## src/rtl/ftt_defs.svh

```systemverilog
// Purpose: named constants of the frame trigger timing block
// Assumes: 250 MHz clock, 32-bit register port with byte addresses
// Notes: definitions only, no logic
`ifndef FTT_DEFS_SVH
`define FTT_DEFS_SVH

// ****************************************
// timing
// ****************************************
`define FTT_CLK_HZ 250000000
`define FTT_T1_MS 16
`define FTT_T1_CYC (`FTT_CLK_HZ / 1000 * `FTT_T1_MS)
`define FTT_T3_NS 15800
`define FTT_T3_CYC ((`FTT_T3_NS * (`FTT_CLK_HZ / 1000000) + 999) / 1000)
`define FTT_TRIG_MIN_US 50
`define FTT_TRIG_MIN_CYC (`FTT_TRIG_MIN_US * (`FTT_CLK_HZ / 1000000))
`define FTT_RATE_RST 8'h3d

// ****************************************
// register offsets and fields
// ****************************************
`define FTT_A_CTRL 8'h00
`define FTT_A_RATE 8'h04
`define FTT_A_TEST 8'h08
`define FTT_A_STAT 8'h0c
`define FTT_A_ISTAT 8'h10
`define FTT_A_IEN 8'h14
`define FTT_A_ICLR 8'h18
`define FTT_A_FCNT 8'h1c
`define FTT_LBL_BASE 8'h40
`define FTT_LBL_MASK 8'hc0
`define FTT_LBL_IDX 5:2
`define FTT_LBL_WORDS 16
`define FTT_CTRL_RST 4'h8
`define FTT_B_STREAM 0
`define FTT_B_EVT 1
`define FTT_B_RAND 2
`define FTT_B_TPOL 3
`define FTT_I_DONE 0
`define FTT_I_REJ 1
`define FTT_I_DROP 2
`define FTT_EV_TEST 2'h1
`define FTT_EV_FRAME 2'h2

`endif

```

## src/rtl/ftt_pkg.sv

```systemverilog
// Purpose: shared types of the frame trigger timing block
// Assumes: nothing
// Notes: constants live in ftt_defs.svh
package ftt_pkg;
    typedef enum logic [1:0] {st_idle, st_armed, st_delay, st_read} ftt_state_e;
endpackage

```

## src/rtl/ftt_lbl_if.sv

```systemverilog
// Purpose: port between the register logic and the label store
// Assumes: one word per access
// Notes: read is combinational from the array
interface ftt_lbl_if;
    logic wr;
    logic [3:0] idx;
    logic [31:0] wdata;
    logic [31:0] rdata;
    modport ctrl(output wr, output idx, output wdata, input rdata);
    modport store(input wr, input idx, input wdata, output rdata);
endinterface

```

## src/rtl/ftt_label_store.sv

```systemverilog
// Purpose: user label string storage
// Assumes: written one word at a time
// Notes: array has no reset so contents survive a block reset
`include "ftt_defs.svh"
module ftt_label_store (
    input wire logic clock,
    ftt_lbl_if.store lbl
);
    logic [31:0] mem [0:`FTT_LBL_WORDS-1];

    // ****************************************
    // storage
    // ****************************************
    // write port, contents kept through reset
    always_ff @(posedge clock) begin
        if (lbl.wr) begin
            mem[lbl.idx] <= lbl.wdata;
        end
    end

    // read port
    assign lbl.rdata = mem[lbl.idx];
endmodule

```

## src/rtl/ftt_trig_qual.sv

```systemverilog
// Purpose: qualify the external trigger level into one pulse
// Assumes: trigger input synchronous to clock
// Notes: a level must stay active for the minimum width to count
`include "ftt_defs.svh"
module ftt_trig_qual #(
    parameter logic [13:0] MIN_CYC = 14'(`FTT_TRIG_MIN_CYC)
) (
    input wire logic clock,
    input wire logic reset_n,
    input wire logic trig_in,
    input wire logic active_low,
    output logic trig_pulse
);
    logic [13:0] cnt;
    logic fired;

    // polarity select and width reached
    wire act = trig_in ^ active_low;
    wire full = cnt == MIN_CYC - 14'h1;

    // ****************************************
    // width filter
    // ****************************************
    // short glitches restart the count, one pulse per level
    always_ff @(posedge clock or negedge reset_n) begin
        if (!reset_n) begin
            cnt <= 14'h0;
            fired <= 1'b0;
            trig_pulse <= 1'b0;
        end else begin
            trig_pulse <= act && full && !fired;
            if (!act) begin
                cnt <= 14'h0;
                fired <= 1'b0;
            end else if (full) begin
                fired <= 1'b1;
            end else begin
                cnt <= cnt + 14'h1;
            end
        end
    end
endmodule

```

## src/rtl/ftt_frame_timing.sv

```systemverilog
// Purpose: frame timing, trigger acceptance and stream control
// Assumes: host keeps bulk_ready high for full timing; sync inputs
// Notes: register port, one level interrupt, event packet request port
// Functional notes
// - image words leave to the host over the bulk valid/ready port
// - frame timing holds only while the host never stalls the bulk port
// - free-running frame period is one over the configured rate, default 61
// - every readout lasts the fixed interval of 16 ms in both modes
// - trigger to readout start delay is 15.8 us
// - triggers arriving outside the armed state are refused
// - stream control opens and closes the image stream channel
// - event control enables frame event packets to the host
// - each test event write sends one test event packet, but a write while one is still pending merges into it
// - user label words are kept and readable and writable by host
//
// Chosen here: the placing of the registers and the plain strobed port.
`include "ftt_defs.svh"
module ftt_frame_timing #(
    parameter logic [22:0] T1_CYC = 23'(`FTT_T1_CYC),
    parameter logic [13:0] TRIG_MIN_CYC = 14'(`FTT_TRIG_MIN_CYC),
    parameter logic [27:0] CLK_HZ = 28'(`FTT_CLK_HZ)
) (
    input wire logic clock,
    input wire logic reset_n,
    input wire logic [7:0] reg_addr,
    input wire logic [31:0] reg_wdata,
    input wire logic reg_wr,
    input wire logic reg_rd,
    output logic [31:0] reg_rdata,
    input wire logic trig_in,
    output logic trigger_wait,
    output logic bulk_valid,
    output logic [31:0] bulk_data,
    output logic bulk_last,
    input wire logic bulk_ready,
    output logic event_valid,
    output logic [1:0] event_code,
    input wire logic event_ready,
    output logic irq
);
    localparam logic [11:0] T3_CYC = 12'(`FTT_T3_CYC);

    function automatic logic hit(input logic [7:0] a, input logic [7:0] off);
        return a == off;
    endfunction

    ftt_pkg::ftt_state_e state, next_state;
    logic [3:0] ctrl;
    logic [7:0] rate;
    logic [2:0] irq_stat, irq_en;
    logic [15:0] fcount;
    logic [27:0] acc;
    logic [11:0] dly_cnt;
    logic [22:0] rd_cnt;
    logic test_pend, frame_pend;
    logic trig_pulse;
    logic [31:0] next_rdata;
    ftt_lbl_if lbl();

    // ****************************************
    // register decode
    // ****************************************
    wire wr_ctrl = reg_wr && hit(reg_addr, `FTT_A_CTRL);
    wire wr_rate = reg_wr && hit(reg_addr, `FTT_A_RATE);
    wire wr_test = reg_wr && hit(reg_addr, `FTT_A_TEST);
    wire wr_ien = reg_wr && hit(reg_addr, `FTT_A_IEN);
    wire wr_iclr = reg_wr && hit(reg_addr, `FTT_A_ICLR);
    wire lbl_sel = (reg_addr & `FTT_LBL_MASK) == `FTT_LBL_BASE;
    wire stream_channel_open = ctrl[`FTT_B_STREAM];
    wire event_notify_on = ctrl[`FTT_B_EVT];
    wire rand_mode = ctrl[`FTT_B_RAND];

    // label store access
    assign lbl.wr = reg_wr && lbl_sel;
    assign lbl.idx = reg_addr[`FTT_LBL_IDX];
    assign lbl.wdata = reg_wdata;

    ftt_label_store u_label (
        .clock(clock),
        .lbl(lbl.store)
    );

    ftt_trig_qual #(.MIN_CYC(TRIG_MIN_CYC)) u_trig (
        .clock(clock),
        .reset_n(reset_n),
        .trig_in(trig_in),
        .active_low(ctrl[`FTT_B_TPOL]),
        .trig_pulse(trig_pulse)
    );

    // ****************************************
    // frame rate generator
    // ****************************************
    // adds the rate each cycle, one frame per clock-rate worth
    wire free_run = stream_channel_open && !rand_mode;
    wire [27:0] acc_sum = 28'(acc + 28'(rate));
    wire frame_tick = free_run && acc_sum >= CLK_HZ;

    always_ff @(posedge clock or negedge reset_n) begin
        if (!reset_n) begin
            acc <= 28'h0;
        end else if (!free_run) begin
            acc <= 28'h0;
        end else begin
            acc <= frame_tick ? 28'(acc_sum - CLK_HZ) : acc_sum;
        end
    end

    // ****************************************
    // frame sequencer
    // ****************************************
    // readout advances when the output word is free or taken, so a stall stretches it
    wire word_go = state == ftt_pkg::st_read && (!bulk_valid || bulk_ready);
    wire last_go = word_go && rd_cnt == T1_CYC - 23'h1;
    wire dly_done = dly_cnt == T3_CYC - 12'h1;
    wire trig_take = state == ftt_pkg::st_armed && trig_pulse;
    wire trig_rej = trig_pulse && rand_mode && state != ftt_pkg::st_armed;
    wire drop = frame_tick && state != ftt_pkg::st_idle;

    // next state
    always_comb begin
        next_state = state;
        case (state)
            ftt_pkg::st_idle: begin
                if (stream_channel_open && rand_mode) begin
                    next_state = ftt_pkg::st_armed;
                end else if (frame_tick) begin
                    next_state = ftt_pkg::st_read;
                end
            end
            ftt_pkg::st_armed: begin
                if (!stream_channel_open || !rand_mode) begin
                    next_state = ftt_pkg::st_idle;
                end else if (trig_pulse) begin
                    next_state = ftt_pkg::st_delay;
                end
            end
            ftt_pkg::st_delay: begin
                if (dly_done) begin
                    next_state = ftt_pkg::st_read;
                end
            end
            default: begin
                if (last_go) begin
                    next_state = stream_channel_open && rand_mode ? ftt_pkg::st_armed : ftt_pkg::st_idle;
                end
            end
        endcase
    end

    // state and trigger wait, wait low from acceptance to readout end
    always_ff @(posedge clock or negedge reset_n) begin
        if (!reset_n) begin
            state <= ftt_pkg::st_idle;
            trigger_wait <= 1'b0;
        end else begin
            state <= next_state;
            trigger_wait <= next_state == ftt_pkg::st_armed;
        end
    end

    // trigger delay and readout counters
    always_ff @(posedge clock or negedge reset_n) begin
        if (!reset_n) begin
            dly_cnt <= 12'h0;
            rd_cnt <= 23'h0;
        end else begin
            dly_cnt <= state == ftt_pkg::st_delay ? dly_cnt + 12'h1 : 12'h0;
            if (state != ftt_pkg::st_read || last_go) begin
                rd_cnt <= 23'h0;
            end else if (word_go) begin
                rd_cnt <= rd_cnt + 23'h1;
            end
        end
    end

    // ****************************************
    // bulk stream output
    // ****************************************
    // words are withheld while the channel is closed
    always_ff @(posedge clock or negedge reset_n) begin
        if (!reset_n) begin
            bulk_valid <= 1'b0;
            bulk_data <= 32'h0;
            bulk_last <= 1'b0;
        end else if (word_go) begin
            bulk_valid <= stream_channel_open;
            bulk_data <= {fcount, rd_cnt[15:0]};
            bulk_last <= last_go;
        end else if (bulk_ready) begin
            bulk_valid <= 1'b0;
            bulk_last <= 1'b0;
        end
    end

    // frame counter, counts completed readouts
    always_ff @(posedge clock or negedge reset_n) begin
        if (!reset_n) begin
            fcount <= 16'h0;
        end else if (last_go) begin
            fcount <= fcount + 16'h1;
        end
    end

    // ****************************************
    // event packets
    // ****************************************
    // test events take priority; set wins over the clear on a load
    wire ev_load = !event_valid || event_ready;
    wire frame_set = event_notify_on && state != ftt_pkg::st_read && next_state == ftt_pkg::st_read;

    always_ff @(posedge clock or negedge reset_n) begin
        if (!reset_n) begin
            test_pend <= 1'b0;
            frame_pend <= 1'b0;
            event_valid <= 1'b0;
            event_code <= 2'h0;
        end else begin
            test_pend <= wr_test || (test_pend && !ev_load);
            frame_pend <= frame_set || (frame_pend && !(ev_load && !test_pend));
            if (ev_load) begin
                event_valid <= test_pend || frame_pend;
                event_code <= test_pend ? `FTT_EV_TEST : `FTT_EV_FRAME;
            end
        end
    end

    // ****************************************
    // control registers and interrupt
    // ****************************************
    wire [2:0] ev_set = {drop, trig_rej, last_go};

    always_ff @(posedge clock or negedge reset_n) begin
        if (!reset_n) begin
            ctrl <= `FTT_CTRL_RST;
            rate <= `FTT_RATE_RST;
            irq_en <= 3'h0;
            irq_stat <= 3'h0;
            irq <= 1'b0;
        end else begin
            if (wr_ctrl) ctrl <= reg_wdata[3:0];
            if (wr_rate) rate <= reg_wdata[7:0];
            if (wr_ien) irq_en <= reg_wdata[2:0];
            irq_stat <= ev_set | (irq_stat & ~(wr_iclr ? reg_wdata[2:0] : 3'h0));
            irq <= |(irq_stat & irq_en);
        end
    end

    // read mux, unmapped and write-only offsets read zero
    always_comb begin
        if (lbl_sel) begin
            next_rdata = lbl.rdata;
        end else if (hit(reg_addr, `FTT_A_CTRL)) begin
            next_rdata = {28'h0, ctrl};
        end else if (hit(reg_addr, `FTT_A_RATE)) begin
            next_rdata = {24'h0, rate};
        end else if (hit(reg_addr, `FTT_A_STAT)) begin
            next_rdata = {27'h0, trigger_wait, bulk_valid, event_valid, state};
        end else if (hit(reg_addr, `FTT_A_ISTAT)) begin
            next_rdata = {29'h0, irq_stat};
        end else if (hit(reg_addr, `FTT_A_IEN)) begin
            next_rdata = {29'h0, irq_en};
        end else if (hit(reg_addr, `FTT_A_FCNT)) begin
            next_rdata = {16'h0, fcount};
        end else begin
            next_rdata = 32'h0;
        end
    end

    always_ff @(posedge clock or negedge reset_n) begin
        if (!reset_n) begin
            reg_rdata <= 32'h0;
        end else begin
            reg_rdata <= reg_rd ? next_rdata : 32'h0;
        end
    end
endmodule

```

## config.mk

```make
export PLATFORM = sky130hd
export DESIGN_NAME = ftt_frame_timing
export DESIGN_NICKNAME = d
export VERILOG_FILES = /design/src/rtl/ftt_pkg.sv /design/src/rtl/ftt_lbl_if.sv /design/src/rtl/ftt_label_store.sv /design/src/rtl/ftt_trig_qual.sv /design/src/rtl/ftt_frame_timing.sv
export VERILOG_INCLUDE_DIRS = /design/src /design/src/rtl
export SDC_FILE = /design/constraint.sdc
export NUM_CORES = 1
export LEC_CHECK = 0
export CAP_MARGIN = 20
export CORE_UTILIZATION = 65
export CTS_CLUSTER_DIAMETER = 120
export DETAILED_ROUTE_END_ITERATION = 16
export DONT_BUFFER_PORTS = 1
export PLACE_DENSITY = 0.89
export SLEW_MARGIN = 20
export SYNTH_ARGS = -nofsm -noshare
export SYNTH_HDL_FRONTEND = slang
export SYNTH_SLANG_ARGS = --single-unit
```

## constraint.sdc

```tcl
create_clock -name clock -period 6 [get_ports clock]
set_input_delay 0.6 -clock clock [delete_from_list [all_inputs] [get_ports clock]]
set_output_delay 0.6 -clock clock [all_outputs]
set_load 0.005 [all_outputs]
```

==> flow_metrics.py <==
metrics = {
    "route": {
        "ant_nets": 0,
        "drt_iter0_markers": 1856,
        "num_vias": 15510,
        "wl_um": 67990,
        "drc": 0,
        "drt_pass1_iterations": 5,
        "wire_per_inst_um": 29.91,
        "via_per_inst": 6.822,
    },
    "cells_and_area": {
        "drive_gt1_share_pct": 23.64,
        "design_area_um2": 31560,
        "syn_to_final_growth_pct": 11.04,
        "fillerInstances": 2369,
        "finalNonFillerCells": 2273,
        "final_nets": 1694,
        "antenna_cells": 0,
    },
    "yosys": {
        "syn_inst": 1606,
        "synthTopCellsByArea": "edfxtp_1 (54%), dfrtp_1 (16%), mux4_2 (13%), mux2_2 (2.1%), xor2_1 (1.4%)",
        "synth.yosys.seq_area_share_pct": 70.69,
        "yosysMostFrequentCell": "edfxtp_1",
        "netlist.area_leader.share_pct": 54.10,
        "ys.flop_type": "edfxtp_1",
        "yosys-top-cells-count": "edfxtp_1 (512), dfrtp_1 (182), mux4_2 (160), nor2_1 (95), nand2_1 (74)",
        "postSynthNetCount": 1668,
        "ys_ff_latch": 700,
        "synth_area_per_cell_um2": 17.69,
        "netlist_area_um2": 28420,
        "synth_top_area_cell": "edfxtp_1",
        "synth_edf_count": 512,
        "synth-async-reset-ratio_pct": 26.86,
        "ys_types": 79,
        "yosysWarnings": 0,
    },
    "clock_tree": {
        "cts_htree_levels": 3,
        "cts_tree": "yes",
        "clock-sinks": 700,
        "ctsHoldBuffers": 1,
        "clk_path_buf_depth": 3,
        "clk_latency_ps": 640,
        "cts_root_buffer": "clkbuf_16",
        "clk_pin_slew_ps": 60,
        "cts_buffers": 69,
        "cts-resized-gates": 0,
        "post_cts_buffers": 0,
    },
    "timing": {
        "setup_violations": 0,
        "setup_tns_ps": 0,
        "worst_clock_skew_ps": 42.73,
        "min_period_ps": 4503,
        "tightest_slew_ps": 1075,
        "final-hold-violation-count": 0,
        "rsz0062_at_grt": "no",
        "drv_slew": 0,
        "finalCritPeriodShare_pct": 75.06,
        "slew_headroom_pct": 28.19,
        "fmaxAchievable_mhz": 222.1,
    },
    "critical_path": {
        "worst_setup_path_end_kind": "flop",
        "max_stage_delay_ps": 540,
        "critPathRequiredTime_ps": 6540,
        "cp_num_buf_inv": 1,
        "path_delay_family": "compound AO/OA/AOI/OAI gates",
        "cp-start-kind": "flop",
        "cp_data_arrival_time_ps": 5040,
        "cp_slowest_cell": "dfstp_2",
        "crit_path_cell_trace": "ha_1, inv_1, fa_1, nand2b_1, a211oi_1, o21ai_1, nor3b_1, nor3_1, a31oi_1, o211ai_1, nand2_2, o311ai_1, a32o_1",
        "cp_max_fo": 14,
        "path_class": "reg -> reg",
    },
    "floorplanning": {
        "die_width_um": 211.1,
        "rows": 76,
        "pin_count": 118,
        "core_um2": 43080,
        "initial_utilization_pct": 65.97,
        "die_y_um": 211.1,
        "die_area_um2": 44560,
    },
    "placed_design": {
        "portBuffers": 0,
        "placed_area_um2": 29140,
        "gp_congestion": 0.9563,
        "dp.cells": 2145,
        "dp_hpwl_um": 36160,
    },
    "pwr": {
        "peakVddDrop_uv": 318.4,
        "powerDensity_nw_per_um2": 325.1,
        "p_leak_nw": 10.95,
        "finalPower_w": 0.01026,
    },
    "outcome": {
        "status": "complete, no violations",
    },
    "global_route": {
        "grt-ovfl-total": 0,
        "grt_pass1_wl_um": 102100,
        "antenna_found_initial": 0,
        "grt_pass1_vias": 16030,
        "grt_max_degree": 189,
        "grt_use_total_pct": 31.98,
    },
    "worst_hold_path": {
        "min_path_type": "in -> async",
    },
    "flow_run": {
        "cap_violations": 0,
    },
}
-- power breakdown --
group | switching [W] | leakage [nW] | internal [W]
clock network | 0.00187 | 1.17 | 0.00263
registers | 0.0000802 | 7.13 | 0.00530
logic | 0.000172 | 2.64 | 0.000204
total | 0.00212 | 10.9 | 0.00813
-- sequential cells by signal (all words and copies together) (netlist names), 2 cells and up --
signal / flops
event_code: 2
irq_en: 3
bulk_data: 32
irq_stat: 3
rd_cnt: 23
ctrl: 4
rate: 8
u_label.mem: 512
dly_cnt: 12
fcount: 16
reg_rdata: 32
u_trig.cnt: 14
acc: 28
state: 2
-- placed cells by master, fill, tap and decap left out, drive strengths merged, types with 10 or more instances in the layout --
cell type / instances
a21oi: 34
nand3: 43
o21ai: 24
and3: 13
nor3: 30
or3: 20
and2: 12
dfrtp: 182
nor2: 97
xnor2: 33
xor2: 44
nor2b: 38
nand2b: 10
clkbuf: 95
mux4: 160
ha: 14
a22oi: 15
mux2: 53
nand2: 75
clkinv: 17
buf: 18
edfxtp: 512
nand4: 17
inv: 23
-- kinds of logic after synthesis --
| family | synth area share, % |
|---|---|
| AOI/OAI and AO/OA | 3.232 |
| buffers and inverters | 1.158 |
| adders and majority gates | 0.6869 |
| and+or+nand+nor | 6.873 |
| muxes | 14.99 |
| DFF | 70.69 |
| xor gates and xnor gates | 2.373 |
-- worst register-to-register path: stages, from the launching register on --
cell	delay, ps
dfstp_2	540
ha_1	190
inv_1	70
fa_1	400
nand2b_1	190
a211oi_1	520
o21ai_1	320
nor3b_1	230
nor3_1	480
a31oi_1	120
o211ai_1	430
nand2_2	310
o311ai_1	420
a32o_1	240
-- stage by stage --
stage               utilization, %  setup slack [ps]  hold WS (ps)
finish                       73.25              1497         6.368
detailed placement           67.64              1718         308.1
CTS                          73.24              1531         27.53
global placement             67.64              1867         308.1
global route                 73.25              1167         32.27
floorplan                        -              1252         304.4
-- worst paths after layout --
kind / start / to / slack (ps) / cells past startpoint
min in group clock: reg_wdata[4] / u_label.mem[6][4] / 60 / 0
min: reset_n / reg_rdata[16] / 6 / 1
max: rate[0] / frame_pend / 1500 / 13
max reg2reg: rate[0] / frame_pend / 1500 / 13
max in group asynchronous: reset_n / bulk_data[19] / 5160 / 1
min reg2reg: u_trig.fired / u_trig.trig_pulse / 440 / 1
-- final cells by class --
type | count | area (µm²) | area share (%)
inverter | 18 | 67.56 | 0.2141
clock buffer | 95 | 1966 | 6.229
clock inverter | 32 | 419.2 | 1.328
tap | 585 | 732.0 | 2.320
timing repair buffer | 18 | 155.1 | 0.4917
sequential | 700 | 20090 | 63.66
multi-input combinational | 825 | 8129 | 25.76
-- routing by layer --
metal / up-vias / part of all wire [%] / wire length (µm) / GRT usage (%)
met3: 165 / 9.1 / 6173 / 7.404
met1: 8019 / 37 / 25040 / 41.80
met4: 0 / 3.2 / 2207 / 12.02
li1: 6377 / - / - / -
met2: 945 / 51 / 34570 / 52.89
met5: - / 0 / 0 / 0
Note: power is estimated with default switching activity, not from simulation.
